`src/rtl/jmw_regs.vh`:
```
// Constants for the mailbox flash word writer
`ifndef JMW_REGS_VH
`define JMW_REGS_VH
`define JMW_DATA_W        16
`define JMW_ADDR_W        20
`define JMW_FIFO_DEPTH    4
// Mailbox words
`define JMW_INPUT_REQUEST 16'h0001
`define JMW_POLL_WORD     16'h0000
`define JMW_READY_BIT     0
// Mailbox exchange instruction, first-shifted bit in bit 0 (value arbitrary, set per target)
`define JMW_MAILBOX_EXCHANGE_INSTRUCTION 8'h61
// Shift sequences from Run-Test/Idle back to Run-Test/Idle
`define JMW_IR_BITS       5'd14
`define JMW_IR_TMS        21'h001803
`define JMW_DR_BITS       5'd21
`define JMW_DR_TMS        21'h0C0001
`define JMW_DR_CAP_FIRST  5'd3
`define JMW_DR_CAP_LAST   5'd18
// Link clock: half period in system clocks (4 -> 160 ns period at 50 MHz)
`define JMW_TCK_HALF      3'd4
// Test clock cycles after each word and longest word programming time
`define JMW_TEST_CLOCKS   30
`define JMW_TWORD_MAX_US  100
`define JMW_CLK_MHZ       50
`endif

```
`src/rtl/jmw_fifo.v`:
```
// Small FIFO in the data word path
`timescale 1ns/1ps
`default_nettype none
module jmw_fifo #(
	parameter WIDTH = 16,
	parameter DEPTH = 4,
	parameter AW    = 2
) (
	input  wire             clk,
	input  wire             rst,
	input  wire             in_valid,
	input  wire [WIDTH-1:0] in_data,
	output wire             in_ready,
	output wire             out_valid,
	output wire [WIDTH-1:0] out_data,
	input  wire             out_ready
);
	reg [WIDTH-1:0] mem [0:DEPTH-1];
	reg [AW:0]      wr_ptr;
	reg [AW:0]      rd_ptr;
	wire            full;
	wire            empty;

	// Full when pointers differ only in the wrap bit
	assign full      = (wr_ptr[AW] != rd_ptr[AW]) && (wr_ptr[AW-1:0] == rd_ptr[AW-1:0]);
	assign empty     = (wr_ptr == rd_ptr);
	assign in_ready  = !full;
	assign out_valid = !empty;
	assign out_data  = mem[rd_ptr[AW-1:0]];

	// Write side
	always @(posedge clk) begin
		if (rst) begin
			wr_ptr <= {(AW+1){1'b0}};
		end else if (in_valid && !full) begin
			mem[wr_ptr[AW-1:0]] <= in_data;
			wr_ptr <= wr_ptr + 1'b1;
		end
	end

	// Read side
	always @(posedge clk) begin
		if (rst) begin
			rd_ptr <= {(AW+1){1'b0}};
		end else if (out_ready && !empty) begin
			rd_ptr <= rd_ptr + 1'b1;
		end
	end
endmodule // jmw_fifo
`default_nettype wire

```
`src/rtl/jmw_writer.v`:
```
// Host sequencer feeding flash words to target code through the JTAG mailbox
`timescale 1ns/1ps
`default_nettype none
`include "jmw_regs.vh"
module jmw_writer #(
	parameter TWORD_CYCLES = `JMW_TWORD_MAX_US * `JMW_CLK_MHZ
) (
	input  wire                   SYS_CLK,
	input  wire                   SYS_RST,
	input  wire                   START,
	input  wire                   MODE_FREE,
	input  wire [15:0]            WORD_COUNT,
	input  wire [`JMW_ADDR_W-1:0] FIRST_WRITE_ADDRESS,
	input  wire [15:0]            FLASH_CONTROL_THIRD_VALUE,
	input  wire [`JMW_ADDR_W-1:0] IMAGE_BASE,
	input  wire [15:0]            IMAGE_OFFSET,
	input  wire                   LOAD_DONE,
	input  wire                   IN_VALID,
	input  wire [`JMW_DATA_W-1:0] IN_DATA,
	output wire                   IN_READY,
	output reg                    LOAD_REQ,
	output reg [`JMW_ADDR_W-1:0]  PARAM_ADDRESS,
	output reg [15:0]             PARAM_LENGTH,
	output reg [15:0]             PARAM_FLASH_CONTROL,
	output reg [`JMW_ADDR_W-1:0]  CODE_ENTRY,
	output reg                    RELEASE_REQ,
	output reg                    HALT_REQ,
	output reg                    BUSY,
	output reg                    DONE,
	output reg                    TCK,
	output reg                    TMS,
	output reg                    TDI,
	input  wire                   TDO
);
	// Test clock half period: 60 half periods must cover the longest word time
	localparam [31:0] TEST_HALFS = 2 * `JMW_TEST_CLOCKS;
	localparam [31:0] HALF_CYC   = (TWORD_CYCLES + TEST_HALFS - 1) / TEST_HALFS;
	localparam [15:0] HALF_LOAD  = (HALF_CYC < 32'd1) ? 16'd1 : HALF_CYC[15:0];
	localparam [5:0]  HALF_COUNT = TEST_HALFS[5:0];

	localparam [8:0] S_IDLE = 9'h001;
	localparam [8:0] S_LOAD = 9'h002;
	localparam [8:0] S_WORD = 9'h004;
	localparam [8:0] S_IR   = 9'h008;
	localparam [8:0] S_REQ  = 9'h010;
	localparam [8:0] S_DATA = 9'h020;
	localparam [8:0] S_TEST = 9'h040;
	localparam [8:0] S_POLL = 9'h080;
	localparam [8:0] S_END  = 9'h100;

	reg  [8:0]             state;
	reg                    free_mode;
	reg  [15:0]            words_left;
	reg  [`JMW_DATA_W-1:0] word;
	reg                    tdo_meta;
	reg                    tdo_sync;
	reg  [2:0]             div;
	reg                    sh_busy;
	reg                    sh_go;
	reg                    sh_done;
	reg                    sh_cap_en;
	reg  [20:0]            sh_tms;
	reg  [20:0]            sh_tdi;
	reg  [4:0]             sh_len;
	reg  [4:0]             sh_idx;
	reg  [15:0]            captured_output_word;
	reg  [15:0]            half_cnt;
	reg  [5:0]             halfs_left;
	reg                    cpu_test_clock_level;
	reg                    pop;
	wire                   fifo_valid;
	wire [`JMW_DATA_W-1:0] fifo_data;
	wire                   tick;

	// Reverse a word so the most significant bit leaves first
	function [15:0] msb_first;
		input [15:0] w;
		integer i;
		begin
			for (i = 0; i < 16; i = i + 1) begin
				msb_first[i] = w[15 - i];
			end
		end
	endfunction

	// Data words wait here until the sequencer asks for one
	jmw_fifo #(
		.WIDTH (`JMW_DATA_W),
		.DEPTH (`JMW_FIFO_DEPTH),
		.AW    (2)
	) u_fifo (
		.clk       (SYS_CLK),
		.rst       (SYS_RST),
		.in_valid  (IN_VALID),
		.in_data   (IN_DATA),
		.in_ready  (IN_READY),
		.out_valid (fifo_valid),
		.out_data  (fifo_data),
		.out_ready (pop)
	);

	// Two-stage synchroniser for the returning link data
	always @(posedge SYS_CLK) begin
		if (SYS_RST) begin
			tdo_meta <= 1'b0;
			tdo_sync <= 1'b0;
		end else begin
			tdo_meta <= TDO;
			tdo_sync <= tdo_meta;
		end
	end

	// Link clock divider: one enable per half period while shifting
	assign tick = sh_busy && (div == `JMW_TCK_HALF - 3'd1);
	always @(posedge SYS_CLK) begin
		if (SYS_RST || !sh_busy) begin
			div <= 3'd0;
		end else if (tick) begin
			div <= 3'd0;
		end else begin
			div <= div + 3'd1;
		end
	end

	// Shift engine: TMS/TDI change with TCK low, TDO sampled before each fall of DR shift bits 3 to 18
	always @(posedge SYS_CLK) begin
		if (SYS_RST) begin
			sh_busy              <= 1'b0;
			sh_done              <= 1'b0;
			sh_idx               <= 5'd0;
			TCK                  <= 1'b0;
			TMS                  <= 1'b0;
			captured_output_word <= 16'h0000;
		end else begin
			sh_done <= 1'b0;
			if (sh_go && !sh_busy) begin
				sh_busy <= 1'b1;
				sh_idx  <= 5'd0;
				TMS     <= sh_tms[0];
			end else if (tick && !TCK) begin
				TCK <= 1'b1;
			end else if (tick && TCK) begin
				TCK <= 1'b0;
				if (sh_cap_en && sh_idx >= `JMW_DR_CAP_FIRST && sh_idx <= `JMW_DR_CAP_LAST) begin
					captured_output_word <= {captured_output_word[14:0], tdo_sync};
				end
				if (sh_idx == sh_len - 5'd1) begin
					sh_busy <= 1'b0;
					sh_done <= 1'b1;
					TMS     <= 1'b0;
				end else begin
					sh_idx <= sh_idx + 5'd1;
					TMS    <= sh_tms[sh_idx + 5'd1];
				end
			end
		end
	end

	// TDI carries shift data during shifts and the CPU test clock in idle
	always @(*) begin
		if (sh_busy) begin
			TDI = sh_tdi[sh_idx];
		end else begin
			TDI = cpu_test_clock_level;
		end
	end

	// Main sequencer
	always @(posedge SYS_CLK) begin
		if (SYS_RST) begin
			state               <= S_IDLE;
			free_mode           <= 1'b0;
			words_left          <= 16'h0000;
			word                <= 16'h0000;
			sh_go               <= 1'b0;
			sh_cap_en           <= 1'b0;
			sh_len              <= 5'd0;
			sh_tms              <= 21'h000000;
			sh_tdi              <= 21'h000000;
			half_cnt            <= 16'h0000;
			halfs_left          <= 6'd0;
			cpu_test_clock_level          <= 1'b0;
			pop                 <= 1'b0;
			LOAD_REQ            <= 1'b0;
			PARAM_ADDRESS       <= {`JMW_ADDR_W{1'b0}};
			PARAM_LENGTH        <= 16'h0000;
			PARAM_FLASH_CONTROL <= 16'h0000;
			CODE_ENTRY          <= {`JMW_ADDR_W{1'b0}};
			RELEASE_REQ         <= 1'b0;
			HALT_REQ            <= 1'b0;
			BUSY                <= 1'b0;
			DONE                <= 1'b0;
		end else begin
			sh_go    <= 1'b0;
			pop      <= 1'b0;
			HALT_REQ <= 1'b0;
			DONE     <= 1'b0;
			case (state)
				S_IDLE: begin
					if (START) begin
						free_mode           <= MODE_FREE;
						words_left          <= WORD_COUNT;
						PARAM_ADDRESS       <= FIRST_WRITE_ADDRESS;
						PARAM_LENGTH        <= WORD_COUNT;
						PARAM_FLASH_CONTROL <= FLASH_CONTROL_THIRD_VALUE;
						// Entry point is the offset word's own address plus the offset
						CODE_ENTRY          <= IMAGE_BASE + {{(`JMW_ADDR_W-16){1'b0}}, IMAGE_OFFSET};
						LOAD_REQ            <= 1'b1;
						BUSY                <= 1'b1;
						state               <= S_LOAD;
					end
				end
				S_LOAD: begin
					// Loader places the image and parameter area, then starts the code
					if (LOAD_DONE) begin
						LOAD_REQ    <= 1'b0;
						RELEASE_REQ <= free_mode;
						state       <= (words_left == 16'h0000) ? S_END : S_WORD;
					end
				end
				S_WORD: begin
					if (fifo_valid) begin
						word      <= fifo_data;
						pop       <= 1'b1;
						sh_tms    <= `JMW_IR_TMS;
						sh_tdi    <= {9'h000, `JMW_MAILBOX_EXCHANGE_INSTRUCTION, 4'h0};
						sh_len    <= `JMW_IR_BITS;
						sh_cap_en <= 1'b0;
						sh_go     <= 1'b1;
						state     <= S_IR;
					end
				end
				S_IR: begin
					if (sh_done) begin
						sh_tms    <= `JMW_DR_TMS;
						sh_tdi    <= {2'b00, msb_first(`JMW_INPUT_REQUEST), 3'b000};
						sh_len    <= `JMW_DR_BITS;
						sh_cap_en <= 1'b1;
						sh_go     <= 1'b1;
						state     <= S_REQ;
					end
				end
				S_REQ: begin
					if (sh_done) begin
						sh_tdi <= {2'b00, msb_first(word), 3'b000};
						sh_go  <= 1'b1;
						state  <= S_DATA;
					end
				end
				S_DATA: begin
					if (sh_done) begin
						words_left <= words_left - 16'h0001;
						if (free_mode) begin
							sh_tdi <= {2'b00, msb_first(`JMW_POLL_WORD), 3'b000};
							sh_go  <= 1'b1;
							state  <= S_POLL;
						end else begin
							half_cnt   <= HALF_LOAD;
							halfs_left <= HALF_COUNT;
							state      <= S_TEST;
						end
					end
				end
				S_TEST: begin
					// Test clock toggles on TDI in idle; its 60 half periods pace the target's flash timing
					if (half_cnt > 16'h0001) begin
						half_cnt <= half_cnt - 16'h0001;
					end else if (halfs_left != 6'd0) begin
						cpu_test_clock_level <= !cpu_test_clock_level;
						halfs_left <= halfs_left - 6'd1;
						half_cnt   <= HALF_LOAD;
					end else begin
						state <= (words_left == 16'h0000) ? S_END : S_WORD;
					end
				end
				S_POLL: begin
					// Progress in free mode is seen only through the polled word
					if (sh_done) begin
						if (captured_output_word[`JMW_READY_BIT]) begin
							state <= (words_left == 16'h0000) ? S_END : S_WORD;
						end else begin
							sh_go <= 1'b1;
						end
					end
				end
				S_END: begin
					// Code sits in its final loop; take target back to halted emulation
					RELEASE_REQ <= 1'b0;
					HALT_REQ    <= 1'b1;
					BUSY        <= 1'b0;
					DONE        <= 1'b1;
					state       <= S_IDLE;
				end
				default: begin
					state <= S_IDLE;
				end
			endcase
		end
	end
endmodule // jmw_writer
`default_nettype wire

```
`config.mk`:
```
export PLATFORM = sky130hd
export DESIGN_NAME = jmw_writer
export DESIGN_NICKNAME = d
export VERILOG_FILES = /design/src/rtl/jmw_fifo.v /design/src/rtl/jmw_writer.v
export VERILOG_INCLUDE_DIRS = /design/src /design/src/rtl
export SDC_FILE = /design/constraint.sdc
export NUM_CORES = 1
export LEC_CHECK = 0
export BUFFER_PORTS_ARGS = -buffer_cell sky130_fd_sc_hd__buf_4
export CORE_MARGIN = 2
export CORE_UTILIZATION = 46
export DETAILED_ROUTE_END_ITERATION = 8
export HOLD_SLACK_MARGIN = 0.03
export PLACE_DENSITY = 0.67
export SLEW_MARGIN = 20
export SYNTH_ARGS = -nofsm -noshare
export SYNTH_HDL_FRONTEND = slang
export SYNTH_SLANG_ARGS = --single-unit
```
`constraint.sdc`:
```
create_clock -name SYS_CLK -period 4.64 [get_ports SYS_CLK]
set_clock_uncertainty 0.2 [all_clocks]
set_input_delay 0.232 -clock SYS_CLK [delete_from_list [all_inputs] [get_ports SYS_CLK]]
set_output_delay 0.232 -clock SYS_CLK [all_outputs]
set_load 0.01 [all_outputs]
```
==> summary.md <==
At the end of routability-driven placement, the weighted congestion stood at 0.8750. The pin slew with the least headroom to its limit is 1062 ps, and the via-per-instance ratio is 5.308. The most common cell in the synthesized netlist is sky130_fd_sc_hd__nand2_1. The run gives 48030 µm as the first-pass GRT wire length. Synthesis produced 1246 cells. By count the netlist is led by sky130_fd_sc_hd__nand2_1 (217), sky130_fd_sc_hd__dfxtp_1 (183), sky130_fd_sc_hd__a21oi_1 (158), sky130_fd_sc_hd__nor2_1 (119), sky130_fd_sc_hd__edfxtp_1 (64).

In this run the most critical hold path is launched from IMAGE_BASE[7]. Synthesis produced a netlist with a net count of 1391. For the final routed database, the setup TNS stands at 0 ps.

Across the VDD grid, the largest voltage drop is 292.8 µV. The internal portion of the total power is 3.912 mW. The cell family with the largest share of critical-path delay was simple AND/OR/NAND/NOR gates. Global routing used 29.22% of the available met1 tracks. Measured against its own limit, the worst slew margin works out to 28.92%. Count of pins over their slew limit: 0.

The busiest layer in global routing was met2. The antenna cell count was 0; the power density over cell area was 341.5 mW/mm². In this run, the number of DRC markers left after iteration 0 of detailed routing was 561. The worst hold path was traced through 5 stages. The count of warnings emitted by yosys came out at 0. A synthesized cell averages 9.154 µm². Via count of the first global-routing pass: 9776. The number of iterations in the first detailed-routing pass is 6.

For this run, the slowest stage of the critical path takes 670 ps. Met2 track demand over resource in global routing: 37.72%. Cells fill 62.20% of the core in the end.

Origin of the critical flop-to-flop path: state[3]. TritonCTS built the clock tree. STA puts the critical path data required time at 4840 ps.

The number of buffers and inverters on the critical path is 2. Counting the fill cells in the layout gives 1986. Port buffering added 191 buffers. The area growth from synthesis to layout is 32.62%. Setup violations remaining at the end of the flow were counted as 0.

The clock insertion delay at the later pin of the skew report is 540 ps, and the HPWL reported at the end of detailed placement is 18420 µm. The slowest cell on the critical path is sky130_fd_sc_hd__or4_1. The number of setup buffers added after CTS is 0. Horizontal die dimension: 161.5 µm. The die outline height is 161.5 µm, and the top cell type's share of synthesized area is 32.12%. Summing every instance area after synthesis gives 0.01141 mm². The time the final worst path needs with I/O delays and setup is 3695 ps, and the area of the die is 0.02607 mm².

Synthesis inferred 247 register bits. Primary flip-flop cell chosen by synthesis mapping: sky130_fd_sc_hd__dfxtp_1. The final hold violation count was 0; the sequential standard cell area was 0.005585 mm². The run gives 29030 µm as the detailed-route wire length. The worst path uses 79.64% of the clock period. For this design, the sink count on the clock tree is 247.

For the total global routing overflow, the log shows 0. The flow ran to the end, and the final reports show no timing, DRC or antenna violations. The largest total area in the synthesized netlist belongs to sky130_fd_sc_hd__dfxtp_1. For this design the total switching power over the nets is 1.254 mW.

Number of buffers between clock root and the deepest sink: 3. Across every metal layer, demand over resource in global routing totals 22.09%. After synthesis, the cell types taking the most area are sky130_fd_sc_hd__dfxtp_1 (32%), sky130_fd_sc_hd__edfxtp_1 (17%), sky130_fd_sc_hd__nand2_1 (7.1%). For the worst setup path, the data arrival time is 3890 ps. The run gives 0 as the remaining antenna violation count after routing. Clock network power share: 42.0%. Sequential cells were found to cover 48.97% of the synthesized design area.

The worst setup path is launched from a register. Number of antenna violations at the first check in global routing: 0. The most numerous cell type found on the critical path is sky130_fd_sc_hd__nor3_1. The detailed-route DRC error count was 0.

The tool flagged a number of max-cap violations equal to 0. The boundary pin count came out at 192. For the row count, the log shows 57. For flop-to-flop paths, the worst setup slack is 940 ps. The clock-pin slew reported for the worst setup and hold paths after clock tree synthesis is 60 ps. In this run switching power makes up 24.28% of total power. The tools report the core box area as 0.02432 mm². Of all nets on the critical path, the largest fanout is 29.

The tools report the maximum number of pins on one net before global-route repair as 79. Walking the worst path, the cells encountered are or4_1, nor3_1, and2_2, buf_4, nand2b_1, mux2i_1, dlygate4sd3_1, nor3_1. Setup repair after global routing left no endpoint under its margin. In this run, synthesis inferred 64 flip-flops with an integrated enable. Share of layout cells above drive strength 1: 18.88%.

Static timing analysis puts the maximum clock frequency at 0.2706 GHz. The number of cells on the worst reg-to-reg path is 8. Met3 track demand over resource: 2.825%.

Kind of path behind the tightest hold check: in -> reg. The worst setup path is captured at a register. The tools report the endpoint of the worst hold path as CODE_ENTRY[7]. The level count of the clock H-tree is 1. After synthesis, the netlist uses 73 different library cells. In this run, post-CTS repair resized a total of 0 instances. For this configuration, the core starts out at a cell density of 46.90%. In this run the static leakage power is 5.987 nW. For the sequential cell fraction of total power, the log shows 45.3%. Summing all multi-input logic gate instances after layout gives 0.005430 mm². The share of synthesized flip-flops with an asynchronous set or reset is 0%. Detailed routing inserted a total of 9899 vias. The number of clock buffers added by TritonCTS is 27. The final layout contains 1665 nets. Part of the total power dissipated in combinational logic: 12.7%. Root cell of the clock tree: sky130_fd_sc_hd__clkbuf_16. The startpoint-to-endpoint class of the critical path is reg -> reg. The routed wire length per instance came out at 15.57 µm. The endpoint identified for the worst register-to-register timing path is CODE_ENTRY[17].
[cell type report]
type | instances | area share, %
Clock buffer | 35 | 4.930
Clock inverter | 15 | 1.075
Inverter | 33 | 0.8189
Multi-Input combinational cell | 894 | 35.90
Sequential cell | 247 | 36.92
Tap cell | 324 | 2.680
Timing Repair Buffer | 317 | 17.68
[kinds of logic (layout without fill, tap and decap cells)]
family	after synthesis	after routing	share of synthesized area [%]
buffers and inverters	105	400	3.620
XOR/XNOR	38	38	3.050
AND/OR/NAND/NOR	515	515	21.31
adder cells (fa/ha/maj)	34	34	3.796
multiplexers	33	33	5.024
flip-flops	247	247	48.97
AO/OA/AOI/OAI	274	274	14.23
[worst register-to-register path, cell delays in order, from the launching register on]
cell and delay, ps:
sky130_fd_sc_hd__dfxtp_1 420, sky130_fd_sc_hd__or4_1 670, sky130_fd_sc_hd__nor3_1 320, sky130_fd_sc_hd__and2_2 650
sky130_fd_sc_hd__buf_4 430, sky130_fd_sc_hd__nand2b_1 110, sky130_fd_sc_hd__mux2i_1 150, sky130_fd_sc_hd__dlygate4sd3_1 570
sky130_fd_sc_hd__nor3_1 40
[routing by layer]
layer | share of wire [%] | up-vias
met1 | 44 | 4669
met2 | 49 | 219
li1 | - | 4955
met3 | 3.8 | 56
met5 | 0 | -
met4 | 2.8 | 0
[stage by stage]
| stage | instances | power [mW] | setup WS [ps] | hold slack, ps | area (µm²) |
|---|---|---|---|---|---|
| floorplan | 1246 | 2.695 | 1939 | 130.9 | 11410 |
| global placement | 1699 | 2.933 | 1331 | 208.0 | 13050 |
| detailed placement | 1699 | 2.945 | 1212 | 218.7 | 13050 |
| CTS | 1865 | 5.199 | 1020 | 31.48 | 15120 |
| global route | 1865 | 5.379 | 792.2 | 64.69 | 15130 |
| finish | 1865 | 5.166 | 944.6 | 66.14 | 15130 |
[timing repair]
action	in CTS	in global routing
hold buffers	116	0
setup endpoints to repair	0	0
endpoints found under the hold margin	172	0
[power by group through the flow]
stage	sequential [mW]	combinational, mW	clock, mW
after global routing	2.35	0.721	2.31
after global placement	2.38	0.553	0
after floorplan	2.40	0.295	0
after CTS	2.34	0.650	2.21
after detailed placement	2.38	0.561	0
final	2.34	0.658	2.17
[registers in the layout, summed over array words and instances (netlist names), 3 cells and up]
name and count:
PARAM_LENGTH 16, words_left 16, sh_len 3, u_fifo.mem 64, sh_idx 5, half_cnt 16, u_fifo.wr_ptr 3, PARAM_ADDRESS 20
CODE_ENTRY 20, halfs_left 6, word 16, state 9, div 3, u_fifo.rd_ptr 3, sh_tdi 16, PARAM_FLASH_CONTROL 16
[cell usage in the layout, fill, tap and decap left out, types with 5 or more instances in the layout]
cell type                       synthesis  final
sky130_fd_sc_hd__a211oi_1              16     16
sky130_fd_sc_hd__a21o_1                 6      6
sky130_fd_sc_hd__a21oi_1              158    157
sky130_fd_sc_hd__a31oi_1               12     12
sky130_fd_sc_hd__and2_1                11     10
sky130_fd_sc_hd__and3_1                17     17
sky130_fd_sc_hd__buf_4                  1    200
sky130_fd_sc_hd__clkbuf_16              0     27
sky130_fd_sc_hd__clkinvlp_2             0      5
sky130_fd_sc_hd__dfxtp_1              183    183
sky130_fd_sc_hd__dlygate4sd3_1          0    116
sky130_fd_sc_hd__edfxtp_1              64     64
sky130_fd_sc_hd__ha_1                  33     33
sky130_fd_sc_hd__inv_1                 33     33
sky130_fd_sc_hd__mux2i_1               10     10
sky130_fd_sc_hd__mux4_2                19     19
sky130_fd_sc_hd__nand2_1              217    216
sky130_fd_sc_hd__nand2b_1              10     10
sky130_fd_sc_hd__nand3_1               30     30
sky130_fd_sc_hd__nand4_1                9      9
sky130_fd_sc_hd__nand4b_1               7      7
sky130_fd_sc_hd__nor2_1               119    119
sky130_fd_sc_hd__nor2b_1                6      6
sky130_fd_sc_hd__nor3_1                33     33
sky130_fd_sc_hd__nor3b_1                5      5
sky130_fd_sc_hd__nor4_1                13     12
sky130_fd_sc_hd__o211ai_1               9      9
sky130_fd_sc_hd__o21ai_0               30     30
sky130_fd_sc_hd__or2_2                  5      5
sky130_fd_sc_hd__or3_1                  7      7
sky130_fd_sc_hd__xnor2_1               14     14
sky130_fd_sc_hd__xor2_1                23     23
[worst max path at each step]
| stage | startpoint | cells after the start | slack (ps) | to |
|---|---|---|---|---|
| after global routing | state[3] | 8 | 790 | CODE_ENTRY[17] |
| after global placement | state[3] | 7 | 1330 | sh_tdi[8] |
| after detailed placement | state[3] | 7 | 1210 | sh_tdi[8] |
| final | state[3] | 8 | 940 | CODE_ENTRY[17] |
| after CTS | state[3] | 8 | 1020 | CODE_ENTRY[17] |
| after floorplan | half_cnt[2] | 7 | 1940 | state[7] |
Power figures use the tool's default switching activity.
